--- src/shared/lte_cfg.svh ---
// Constants of the logical/transport error log
// Function
// Load/store error response sets bit 31
// Transmit unit error response sets bit 30
// Bad message size or segment sets 28
// Illegal response fields set bit 27
// Illegal request fields also set 27
// Missing message request timeout sets 25
// Missing response timeout sets bit 24
// Unmatched response sets bit 23
// Unsupported transaction type sets bit 22
// Receive queue access block sets 7
// Blocked DMA access sets bit 6
// Flag cleared only by writing zero
// Reserved bits read-only, read zero
// Every field zero after reset
// Error status event on run-time error
// Critical error event on critical error
// Servicing event asks processor for attention
// Flags stick; writing one changes nothing
// Set wins over same-cycle clear
`ifndef LTE_CFG_SVH
`define LTE_CFG_SVH

// ----------------------------------------
// Widths
// ----------------------------------------
`define LTE_AW 12
`define LTE_DW 32
`define LTE_NUM_LS 4
`define LTE_CNT_W 16

// ----------------------------------------
// Register offsets (byte addresses)
// ----------------------------------------
`define LTE_OFS_DETECT 12'h000
`define LTE_OFS_CLASS 12'h004
`define LTE_OFS_STATUS 12'h008

// ----------------------------------------
// Detect register fields
// ----------------------------------------
`define LTE_B_IO_RSP 31
`define LTE_B_MSG_RSP 30
`define LTE_B_FORMAT 28
`define LTE_B_DECODE 27
`define LTE_B_REQ_TMO 25
`define LTE_B_RSP_TMO 24
`define LTE_B_UNEXP 23
`define LTE_B_UNSUP 22
`define LTE_B_QBLOCK 7
`define LTE_B_DMABLK 6
`define LTE_FLAG_MASK 32'hdbc0_00c0

// ----------------------------------------
// Class and status fields, reset values
// ----------------------------------------
`define LTE_B_SVC_EN 0
`define LTE_B_PEND 0
`define LTE_B_CRIT_PEND 1
`define LTE_CNT_LSB 16
`define LTE_CNT_MAX 16'hffff
`define LTE_CNT_ONE 16'h0001
`define LTE_DETECT_RST 32'h0000_0000
`define LTE_CLASS_RST 32'h0000_0000
`define LTE_ZERO 32'h0000_0000

`endif

--- src/shared/lte_pkg.sv ---
// Types of the logical/transport error log
`include "lte_cfg.svh"
package lte_pkg;
	typedef enum logic [1:0] {
		LTE_REG_DETECT,
		LTE_REG_CLASS,
		LTE_REG_STATUS,
		LTE_REG_NONE
	} lte_reg_e;

	typedef struct packed {
		logic                 pready;
		logic                 pslverr;
		logic [`LTE_DW-1:0]   prdata;
	} lte_front_s;

	typedef struct packed {
		logic [`LTE_DW-1:0]    flags;
		logic [`LTE_DW-1:0]    crit_mask;
		logic                  svc_en;
		logic [`LTE_CNT_W-1:0] err_cnt;
		logic                  err_ev;
		logic                  crit_ev;
		logic                  svc_ev;
		logic                  pending;
		logic                  crit_pending;
	} lte_core_s;
endpackage

--- src/shared/lte_reg_if.sv ---
// Register access strobes between bus front end and error log
`timescale 1ns/100ps
`include "lte_cfg.svh"
interface lte_reg_if;
	logic                wr_stb;
	lte_pkg::lte_reg_e   sel;
	logic [`LTE_DW-1:0]  wdata;
	logic [`LTE_DW-1:0]  rdata;

	modport front (output wr_stb, output sel, output wdata, input rdata);
	modport core  (input wr_stb, input sel, input wdata, output rdata);
endinterface

--- src/core/lte_error_log.sv ---
// Logical/transport error detect register with event outputs
`timescale 1ns/100ps
`include "lte_cfg.svh"
module lte_error_log (
	input  wire logic                   i_mclk,
	input  wire logic                   i_srst,
	input  wire logic                   i_psel,
	input  wire logic                   i_penable,
	input  wire logic                   i_pwrite,
	input  wire logic [`LTE_AW-1:0]     i_paddr,
	input  wire logic [`LTE_DW-1:0]     i_pwdata,
	output logic                        o_pready,
	output logic [`LTE_DW-1:0]          o_prdata,
	output logic                        o_pslverr,
	input  wire logic [`LTE_NUM_LS-1:0] i_load_store_unit_err_rsp,
	input  wire logic [`LTE_NUM_LS-1:0] i_load_store_unit_bad_field,
	input  wire logic [`LTE_NUM_LS-1:0] i_load_store_unit_rsp_timeout,
	input  wire logic [`LTE_NUM_LS-1:0] i_load_store_unit_unexpected_rsp,
	input  wire logic                   i_message_transmit_unit_err_rsp,
	input  wire logic                   i_message_transmit_unit_bad_field,
	input  wire logic                   i_message_transmit_unit_rsp_timeout,
	input  wire logic                   i_message_transmit_unit_unexpected_rsp,
	input  wire logic                   i_message_receive_unit_bad_format,
	input  wire logic                   i_message_receive_unit_bad_field,
	input  wire logic                   i_message_receive_unit_req_timeout,
	input  wire logic                   i_message_receive_unit_queue_block,
	input  wire logic                   i_memory_access_unit_bad_field,
	input  wire logic                   i_memory_access_unit_unsupported,
	input  wire logic                   i_memory_access_unit_dma_block,
	input  wire logic                   i_service_req,
	output logic                        o_error_event,
	output logic                        o_critical_event,
	output logic                        o_service_event,
	output logic                        o_error_pending,
	output logic                        o_critical_pending
);
	// ----------------------------------------
	// State and bus front end
	// ----------------------------------------
	localparam lte_pkg::lte_core_s RST = '{
		flags:     `LTE_DETECT_RST,
		crit_mask: `LTE_CLASS_RST,
		default:   '0
	};

	lte_pkg::lte_core_s    r;
	lte_pkg::lte_core_s    next_r;
	logic [`LTE_DW-1:0]    hw_set;
	logic [`LTE_DW-1:0]    clr;
	logic [`LTE_DW-1:0]    new_set;
	logic                  det_wr;
	logic                  cls_wr;
	logic                  sts_wr;
	logic                  any_ev;

	lte_reg_if regs ();

	lte_apb_front u_front (
		.i_mclk    (i_mclk),
		.i_srst    (i_srst),
		.i_psel    (i_psel),
		.i_penable (i_penable),
		.i_pwrite  (i_pwrite),
		.i_paddr   (i_paddr),
		.i_pwdata  (i_pwdata),
		.o_pready  (o_pready),
		.o_prdata  (o_prdata),
		.o_pslverr (o_pslverr),
		.regs      (regs.front)
	);

	// ----------------------------------------
	// Error capture and register file
	// ----------------------------------------
	always_comb begin
		next_r = r;
		hw_set = `LTE_ZERO;
		hw_set[`LTE_B_IO_RSP]  = |i_load_store_unit_err_rsp;
		hw_set[`LTE_B_MSG_RSP] = i_message_transmit_unit_err_rsp;
		hw_set[`LTE_B_FORMAT]  = i_message_receive_unit_bad_format;
		hw_set[`LTE_B_DECODE]  = (|i_load_store_unit_bad_field)
			| i_message_transmit_unit_bad_field
			| i_memory_access_unit_bad_field
			| i_message_receive_unit_bad_field;
		hw_set[`LTE_B_REQ_TMO] = i_message_receive_unit_req_timeout;
		hw_set[`LTE_B_RSP_TMO] = (|i_load_store_unit_rsp_timeout)
			| i_message_transmit_unit_rsp_timeout;
		hw_set[`LTE_B_UNEXP]   = (|i_load_store_unit_unexpected_rsp)
			| i_message_transmit_unit_unexpected_rsp;
		hw_set[`LTE_B_UNSUP]   = i_memory_access_unit_unsupported;
		hw_set[`LTE_B_QBLOCK]  = i_message_receive_unit_queue_block;
		hw_set[`LTE_B_DMABLK]  = i_memory_access_unit_dma_block;

		det_wr = regs.wr_stb && (regs.sel == lte_pkg::LTE_REG_DETECT);
		cls_wr = regs.wr_stb && (regs.sel == lte_pkg::LTE_REG_CLASS);
		sts_wr = regs.wr_stb && (regs.sel == lte_pkg::LTE_REG_STATUS);

		// Only zeros clear; ones written leave the flag as it is
		clr = det_wr ? (~regs.wdata & `LTE_FLAG_MASK) : `LTE_ZERO;
		// Set is ORed after the clear so a same-cycle error is never lost
		next_r.flags = ((r.flags & ~clr) | hw_set) & `LTE_FLAG_MASK;

		if (cls_wr) begin
			next_r.crit_mask = regs.wdata & `LTE_FLAG_MASK;
			next_r.svc_en    = regs.wdata[`LTE_B_SVC_EN];
		end

		// Error and critical events fire only on a fresh flag, not on repeats of a held one
		new_set        = hw_set & ~r.flags;
		next_r.err_ev  = |(new_set & ~r.crit_mask);
		next_r.crit_ev = |(new_set & r.crit_mask);
		next_r.svc_ev  = i_service_req & r.svc_en;

		// Saturating count of cycles with an error or critical event; a write to status restarts it
		any_ev = next_r.err_ev | next_r.crit_ev;
		if (sts_wr) begin
			next_r.err_cnt = any_ev ? `LTE_CNT_ONE : '0;
		end else if (any_ev && (r.err_cnt != `LTE_CNT_MAX)) begin
			next_r.err_cnt = r.err_cnt + `LTE_CNT_ONE;
		end

		next_r.pending      = |next_r.flags;
		next_r.crit_pending = |(next_r.flags & next_r.crit_mask);

		regs.rdata = `LTE_ZERO;
		if (regs.sel == lte_pkg::LTE_REG_DETECT) begin
			regs.rdata = r.flags & `LTE_FLAG_MASK;
		end else if (regs.sel == lte_pkg::LTE_REG_CLASS) begin
			regs.rdata = r.crit_mask;
			regs.rdata[`LTE_B_SVC_EN] = r.svc_en;
		end else if (regs.sel == lte_pkg::LTE_REG_STATUS) begin
			regs.rdata[`LTE_B_PEND]      = r.pending;
			regs.rdata[`LTE_B_CRIT_PEND] = r.crit_pending;
			regs.rdata[`LTE_CNT_LSB +: `LTE_CNT_W] = r.err_cnt;
		end
	end

	always_ff @(posedge i_mclk) begin
		if (i_srst) begin
			r <= RST;
		end else begin
			r <= next_r;
		end
	end

	assign o_error_event      = r.err_ev;
	assign o_critical_event   = r.crit_ev;
	assign o_service_event    = r.svc_ev;
	assign o_error_pending    = r.pending;
	assign o_critical_pending = r.crit_pending;
endmodule

--- src/core/lte_apb_front.sv ---
// APB slave front end with one wait state
`timescale 1ns/100ps
`include "lte_cfg.svh"
module lte_apb_front (
	input  wire logic                i_mclk,
	input  wire logic                i_srst,
	input  wire logic                i_psel,
	input  wire logic                i_penable,
	input  wire logic                i_pwrite,
	input  wire logic [`LTE_AW-1:0]  i_paddr,
	input  wire logic [`LTE_DW-1:0]  i_pwdata,
	output logic                     o_pready,
	output logic [`LTE_DW-1:0]       o_prdata,
	output logic                     o_pslverr,
	lte_reg_if.front                 regs
);
	lte_pkg::lte_front_s r;
	lte_pkg::lte_front_s next_r;

	function automatic lte_pkg::lte_reg_e decode(input logic [`LTE_AW-1:0] a);
		if (a == `LTE_OFS_DETECT) begin
			decode = lte_pkg::LTE_REG_DETECT;
		end else if (a == `LTE_OFS_CLASS) begin
			decode = lte_pkg::LTE_REG_CLASS;
		end else if (a == `LTE_OFS_STATUS) begin
			decode = lte_pkg::LTE_REG_STATUS;
		end else begin
			decode = lte_pkg::LTE_REG_NONE;
		end
	endfunction

	// Read data is sampled one cycle before pready, so it is stable with it
	always_comb begin
		next_r       = r;
		regs.sel     = decode(i_paddr);
		regs.wdata   = i_pwdata;
		regs.wr_stb  = i_psel & i_penable & r.pready & i_pwrite;
		if (r.pready) begin
			next_r.pready  = 1'b0;
			next_r.pslverr = 1'b0;
			next_r.prdata  = `LTE_ZERO;
		end else if (i_psel && i_penable) begin
			next_r.pready  = 1'b1;
			next_r.pslverr = (regs.sel == lte_pkg::LTE_REG_NONE);
			next_r.prdata  = i_pwrite ? `LTE_ZERO : regs.rdata;
		end
	end

	always_ff @(posedge i_mclk) begin
		if (i_srst) begin
			r <= '0;
		end else begin
			r <= next_r;
		end
	end

	assign o_pready  = r.pready;
	assign o_prdata  = r.prdata;
	assign o_pslverr = r.pslverr;
endmodule

--- config.mk ---
export PLATFORM = sky130hd
export DESIGN_NAME = lte_error_log
export DESIGN_NICKNAME = d
export VERILOG_FILES = /design/src/shared/lte_pkg.sv /design/src/shared/lte_reg_if.sv /design/src/core/lte_error_log.sv /design/src/core/lte_apb_front.sv
export VERILOG_INCLUDE_DIRS = /design/src /design/src/shared
export SDC_FILE = /design/constraint.sdc
export NUM_CORES = 1
export LEC_CHECK = 0
export BUFFER_PORTS_ARGS = -buffer_cell sky130_fd_sc_hd__clkbuf_2
export CAP_MARGIN = 20
export CORE_AREA = 5 5 89 83
export DETAILED_ROUTE_END_ITERATION = 7
export DIE_AREA = 0 0 94 88
export GPL_TIMING_DRIVEN = 0
export PLACE_DENSITY = 0.83
export REMOVE_ABC_BUFFERS = 1
export SYNTH_ARGS = -nofsm -noshare
export SYNTH_HDL_FRONTEND = slang
export SYNTH_SLANG_ARGS = --single-unit
--- constraint.sdc ---
create_clock -name i_mclk -period 5.87 [get_ports i_mclk]
set_clock_uncertainty 0.15 [all_clocks]
set_input_delay 0.587 -clock i_mclk [delete_from_list [all_inputs] [get_ports i_mclk]]
set_output_delay 0.587 -clock i_mclk [all_outputs]
set_load 0.05 [all_outputs]
[After elaboration in Yosys (flattened, before gate mapping)]
Cells that the tools add are included.
Cells by class
  add/sub/neg operators: 1
  equal/unequal tests: 6
  muxes and demuxes: 16
  bitwise gates (word level): 20
  reduce and logical (&&, ||, !) cells: 17
Operators with widths (count)
  32-bit bitwise AND: 5
  32-bit NOT: 4
  32-bit 2-to-1 mux: 3
  32-bit OR reduction: 3
  16-bit 2-to-1 mux: 4
  34-bit 2-to-1 mux: 1
  33-bit 2-to-1 mux: 1
  32-bit bitwise OR: 1
  16-bit by 1-bit adder with 16-bit output (second input constant): 1
  16-bit != test (second input constant): 1
  4-bit OR reduction: 4
  14-bit 2-to-1 mux: 1
  12-bit by 3-bit == test with 1-bit output (second input constant): 1
  12-bit by 4-bit == test with 1-bit output (second input constant): 1
  12-bit zero test: 1
  10-bit OR reduction: 1
  2-bit 2-to-1 mux: 4
  1-bit bitwise OR: 6
  1-bit logical AND: 5
  1-bit bitwise AND: 4
  2-bit == test (second input constant): 2
  2-bit by 1-bit == test with 1-bit output (second input constant): 1
  2-bit zero test: 1
  1-bit 2-to-1 mux: 2
  2 further kinds: 2
Storage, ports and cells
  register bits: 120
  input bits: 77

[Longest topological paths before layout]
  word-level depth: 12
  gate-level depth with buffers: 8
  depth with buffers taken out: 8

[Cells and area by module]
Synthesis repeated with hierarchy kept, for this count alone.
Second synthesis, totals
  cell total of the unflattened synthesis: 436
  area, all modules: 3804.9 sq um
Modules (own cells, without submodules)
  lte_error_log: instances 1, cells each 316, area an instance 2403.6 sq um
  lte_apb_front: instances 1, cells each 120, area an instance 1401.3 sq um

[Worst setup path after synthesis]
Ideal clock, no wire load.
  path kind: input to register
  start point: input i_paddr[5]
  end point: register r (netlist bit o_critical_pending)
  library setup time: 0.129 ns
  arrival time: 2.137 ns
  required time: 5.591 ns
  setup slack: 3.454 ns
  stages: 8
  buffers on the path: 1
  cells stage by stage: nor4_2 > nand3_2 > nor4_4 > buf_6 > mux2i_1 > o22ai_1 > nor2_1 > a31oi_1
On the way
  cells in the longest elaborated chain, start to end: 12
Ends and longest elaborated chain
  start, declared: line lte_error_log.sv:10  | input wire logic [`LTE_AW-1:0] i_paddr,
  12-bit by 4-bit == test with 1-bit output (no line)
  1-bit 2-to-1 mux: line lte_apb_front.sv:25  | end else if (a == `LTE_OFS_STATUS) begin
  2-bit 2-to-1 mux: line lte_apb_front.sv:23  | end else if (a == `LTE_OFS_CLASS) begin
  2-bit 2-to-1 mux (*): line lte_apb_front.sv:21  | if (a == `LTE_OFS_DETECT) begin
  2-bit zero test: line lte_error_log.sv:94  | det_wr = regs.wr_stb && (regs.sel == lte_pkg::LTE_REG_DETECT);
  1-bit logical AND: line lte_error_log.sv:94
  32-bit 2-to-1 mux (no line)
  32-bit NOT: line lte_error_log.sv:101  | next_r.flags = ((r.flags & ~clr) | hw_set) & `LTE_FLAG_MASK;
  32-bit bitwise AND: line lte_error_log.sv:101
  32-bit bitwise OR: line lte_error_log.sv:101
  32-bit bitwise AND (*): line lte_error_log.sv:123  | next_r.crit_pending = |(next_r.flags & next_r.crit_mask);
  32-bit OR reduction (*): line lte_error_log.sv:123
  end signal, assigned: line lte_error_log.sv:142  | r <= next_r;
  end, declared: line lte_error_log.sv:46  | lte_pkg::lte_core_s r;
Every way passes the cells marked *; elsewhere a longest branch is shown, timed or not.
A chain may end at the register's enable or synchronous reset.

[Worst setup path in the final report]
  start point: input i_paddr[2]
  end point: register r (netlist bit o_critical_pending)
The elaborated chain is that of the path after synthesis.

==> flow_summary.ini <==
[clock_network]
cts_tree = done
clock_root_buffer = clkbuf_8
cts.repair_timing.setup_buffer_count = 0
number_of_buffers_inserted_during_clock_tree_synthesis = 9
postCtsResizedCells = 0
clock-sinks = 64
clkLatencyLatePin_ns = 0.35
post_cts_hold_buffer_count = 0
ctsLongestPathBuffers = 2
htree_num_levels = 3
clkSlewWorstSetupHoldPaths_ns = 0.07

[placed_design]
routability_congestion_estimate = 0.952
place_ws_ns = 2.49
dp.cells = 561
place.port_buffers = 82
hpwlAfterDp_mm = 6.75

[worst_setup_path]
timing.reg2reg.setup_slack_ns = 3.52
cp_top_delay_family = buffers and inverters
worstSetupPathType = input port to register
worst_setup_path_start_kind = input port
critical_path_peak_fanout = 23
critical_path.slowest_cell = nor4_4
biggest_cell_delay_along_the_critical_path_ns = 0.44
timing.critical_path.buf_inv = 3
timing.critical_path.cells = clkbuf_2 -> inv_1 -> nor4_4 -> buf_6 -> mux2i_1 -> o22ai_1 -> nor3_1 -> a31oi_1
crit_arrival_ns = 2.74
end_kind = register
required_time_of_the_critical_path_ns = 5.91

[die]
placeable_core_region_sq_um = 6380
floorplan.initialDensity_pct = 51.7
core.rowCount = 28
floorplan.die.height_um = 88
fp.dieArea_sq_um = 8270
die_span_in_x_um = 94
design.portCount = 116

[synthesis]
synth_async_sr_flop_share_pct = 0
postSynthAreaPerCell_sq_um = 8.10
synthSimpleGateAreaFrac_pct = 28.0
ys_seq_area_share_pct = 38.9
synth_xor_xnor_area_share_pct = 0.266
synth-edff-count = 0
ys_seq_elements = 64
synth.distinct_cells = 54
netlist_instances = 407
synth_compound_area_share_pct = 19.7
adder_cell_area_share_of_the_yosys_netlist_pct = 0.380
yosysWarningCount = 0
synth-main-ff-cell = dfxtp_1
synth_top_family_by_area = simple AND/OR/NAND/NOR gates
yosys-mux-area-fraction_pct = 5.24
netlist_area_sq_um = 3300

[routing]
drt_wl_total_mm = 9.07
routed_wire_length_per_instance_um = 15.7
dr_wl_met3_um = 601
sum_of_routed_wire_segments_on_met1_mm = 3.66
count_of_vias_placed_by_the_detailed_router = 3340
post-route-drc-count = 0
firstDrtPassIters = 5
initialDrtViolationCount = 231
post_drt_via_cell_ratio = 5.77
routed-wl-met2_mm = 4.54
ant_nets = 0
highest_metal_layer_used_by_the_detailed_router = met4

[timing]
timing.fmax_ghz = 0.370
setup_violating_endpoint_count_in_the_final_report = 0
hold_viol = 0
finalSetupTns_ns = 0
fin_crit_share_pct = 46.0
max_slew_violation_total_from_the_final_report = 0
rsz0062_at_grt = false
finalCriticalPeriod_ns = 2.70
slew_headroom_pct = 35.4
worstMarginPinSlew_ns = 0.960
layout_setup_ws_ns = 3.17

[finish]
final_cell_count_no_fill = 579
antenna_cells = 0
synthToLayoutAreaGrowth_pct = 20.8
drive_gt1_share_pct = 23.5
nets = 562

[global_route]
initial_antenna_violation_count = 0
grt_first_pass_wirelength_mm = 14.2
grt_start_max_net_pins = 35
global_route.usage.total_pct = 21.8
grt_pass1_vias = 3060
globalRoute.totalOverflow = 0

[worst_hold_path]
hold_class = input port to register

[status]
status = completed

[flow_run]
maximum_capacitance_violations = 0

[power]
ir_drop_mv = 0.185
power-per-cell-area_nw_per_um2 = 265
static-leakage-power_nw = 1.60
-- registers in the layout, indices dropped and copies added (netlist names) --
register,flops
o_critical_event,1
o_critical_pending,1
o_error_event,1
o_error_pending,1
o_service_event,1
r,37
u_front.o_prdata,20
u_front.o_pready,1
u_front.o_pslverr,1
-- stage by stage --
| stage | area [sq um] | utilization [%] | power [mW] | hold slack, ns |
|---|---|---|---|---|
| after global routing | 3980 | 62.4 | 1.09 | 0.318 |
| after CTS | 3960 | 62.1 | 1.06 | 0.288 |
| after global placement | 3690 | 57.9 | 0.554 | 0.293 |
| after detailed placement | 3690 | 57.9 | 0.556 | 0.305 |
| after floorplan | 3170 | - | 0.515 | 0.272 |
| final | 3980 | 62.4 | 1.05 | 0.294 |
-- worst reg2reg max path, stage by stage, from the launching register on --
cell and delay, ns:
dfxtp_1 0.35, nand4_1 0.25, nor4_4 0.36, buf_6 0.25, mux2i_1 0.28, o22ai_1 0.16, nor3_1 0.25, a31oi_1 0.14
-- power by group --
group / total, mW / internal [mW] / leakage, nW / switching (mW)
logic: 0.100 / 0.0318 / 0.949 / 0.0683
registers: 0.449 / 0.442 / 0.521 / 0.00765
clock network: 0.504 / 0.325 / 0.126 / 0.179
total: 1.05 / 0.799 / 1.60 / 0.255
-- cell usage after synthesis (2+ instances only) --
cell / number / share of area, %
nor2_1: 75 / 8.5
dfxtp_1: 64 / 39
a21oi_1: 40 / 6.1
nand2_1: 20 / 2.3
inv_1: 19 / 2.2
mux2i_1: 15 / 4.6
buf_4: 13 / 3.0
a22oi_1: 12 / 2.7
a221oi_1: 11 / 2.9
nand4_1: 11 / 2.1
clkbuf_1: 10 / 1.1
or3_1: 10 / 1.9
nand3_1: 9 / 1.4
o22ai_1: 7 / 1.3
nor3_1: 6 / 0.91
nand2b_1: 5 / 0.95
nand3b_1: 5 / 1.1
nor4_1: 5 / 0.95
o21ai_0: 5 / 0.76
o21ai_1: 5 / 0.76
o2bb2ai_1: 5 / 1.3
and2_1: 4 / 0.76
buf_2: 4 / 0.61
nor3b_1: 4 / 0.91
a21o_1: 3 / 0.68
and3_1: 3 / 0.57
nor2b_1: 3 / 0.57
nor4_2: 3 / 1.1
nor4_4: 3 / 1.9
a211o_1: 2 / 0.53
mux2_2: 2 / 0.68
o311ai_1: 2 / 0.53
-- final cells by class --
type / instances / area, sq um
sequential: 64 / 1280
inverter: 20 / 75.1
fill: 576 / 2390
multi-input combinational: 305 / 1810
clock buffer: 9 / 124
clock inverter: 7 / 144
tap: 90 / 113
timing repair buffer: 84 / 433
-- kinds of logic (layout without fill, tap and decap cells) --
group,count (synthesis),count (layout)
other,1,12
adders and majority gates,1,1
DFF,64,64
muxes,17,17
and+or+nand+nor,174,174
AOI/OAI and AO/OA,100,100
buffers and inverters,49,120
xor gates and xnor gates,1,1
-- final timing paths --
check / from / to / cells past startpoint
min: i_service_req / o_service_event / 3
max: i_paddr[2] / o_critical_pending / 8
min reg2reg: r[21] / o_service_event / 2
max reg2reg: u_front.o_pready / o_critical_pending / 7
-- cells in the final DEF (no fill, tap or decap), types with 9 or more instances in the layout --
cell and n:
clkbuf_2 82, nor2_1 75, dfxtp_1 64, a21oi_1 40
nand2_1 20, inv_1 19, mux2i_1 15, a22oi_1 12
conb_1 12, nand4_1 11, a221oi_1 11, or3_1 10
nand3_1 9, clkbuf_8 9
-- routing by layer --
layer | vias up | track usage (%)
met5 | - | 0
li1 | 1598 | -
met2 | 128 | 37.3
met3 | 31 | 5.76
met4 | 0 | 9.84
met1 | 1583 | 25.5
Note: power is estimated with default switching activity, not from simulation.
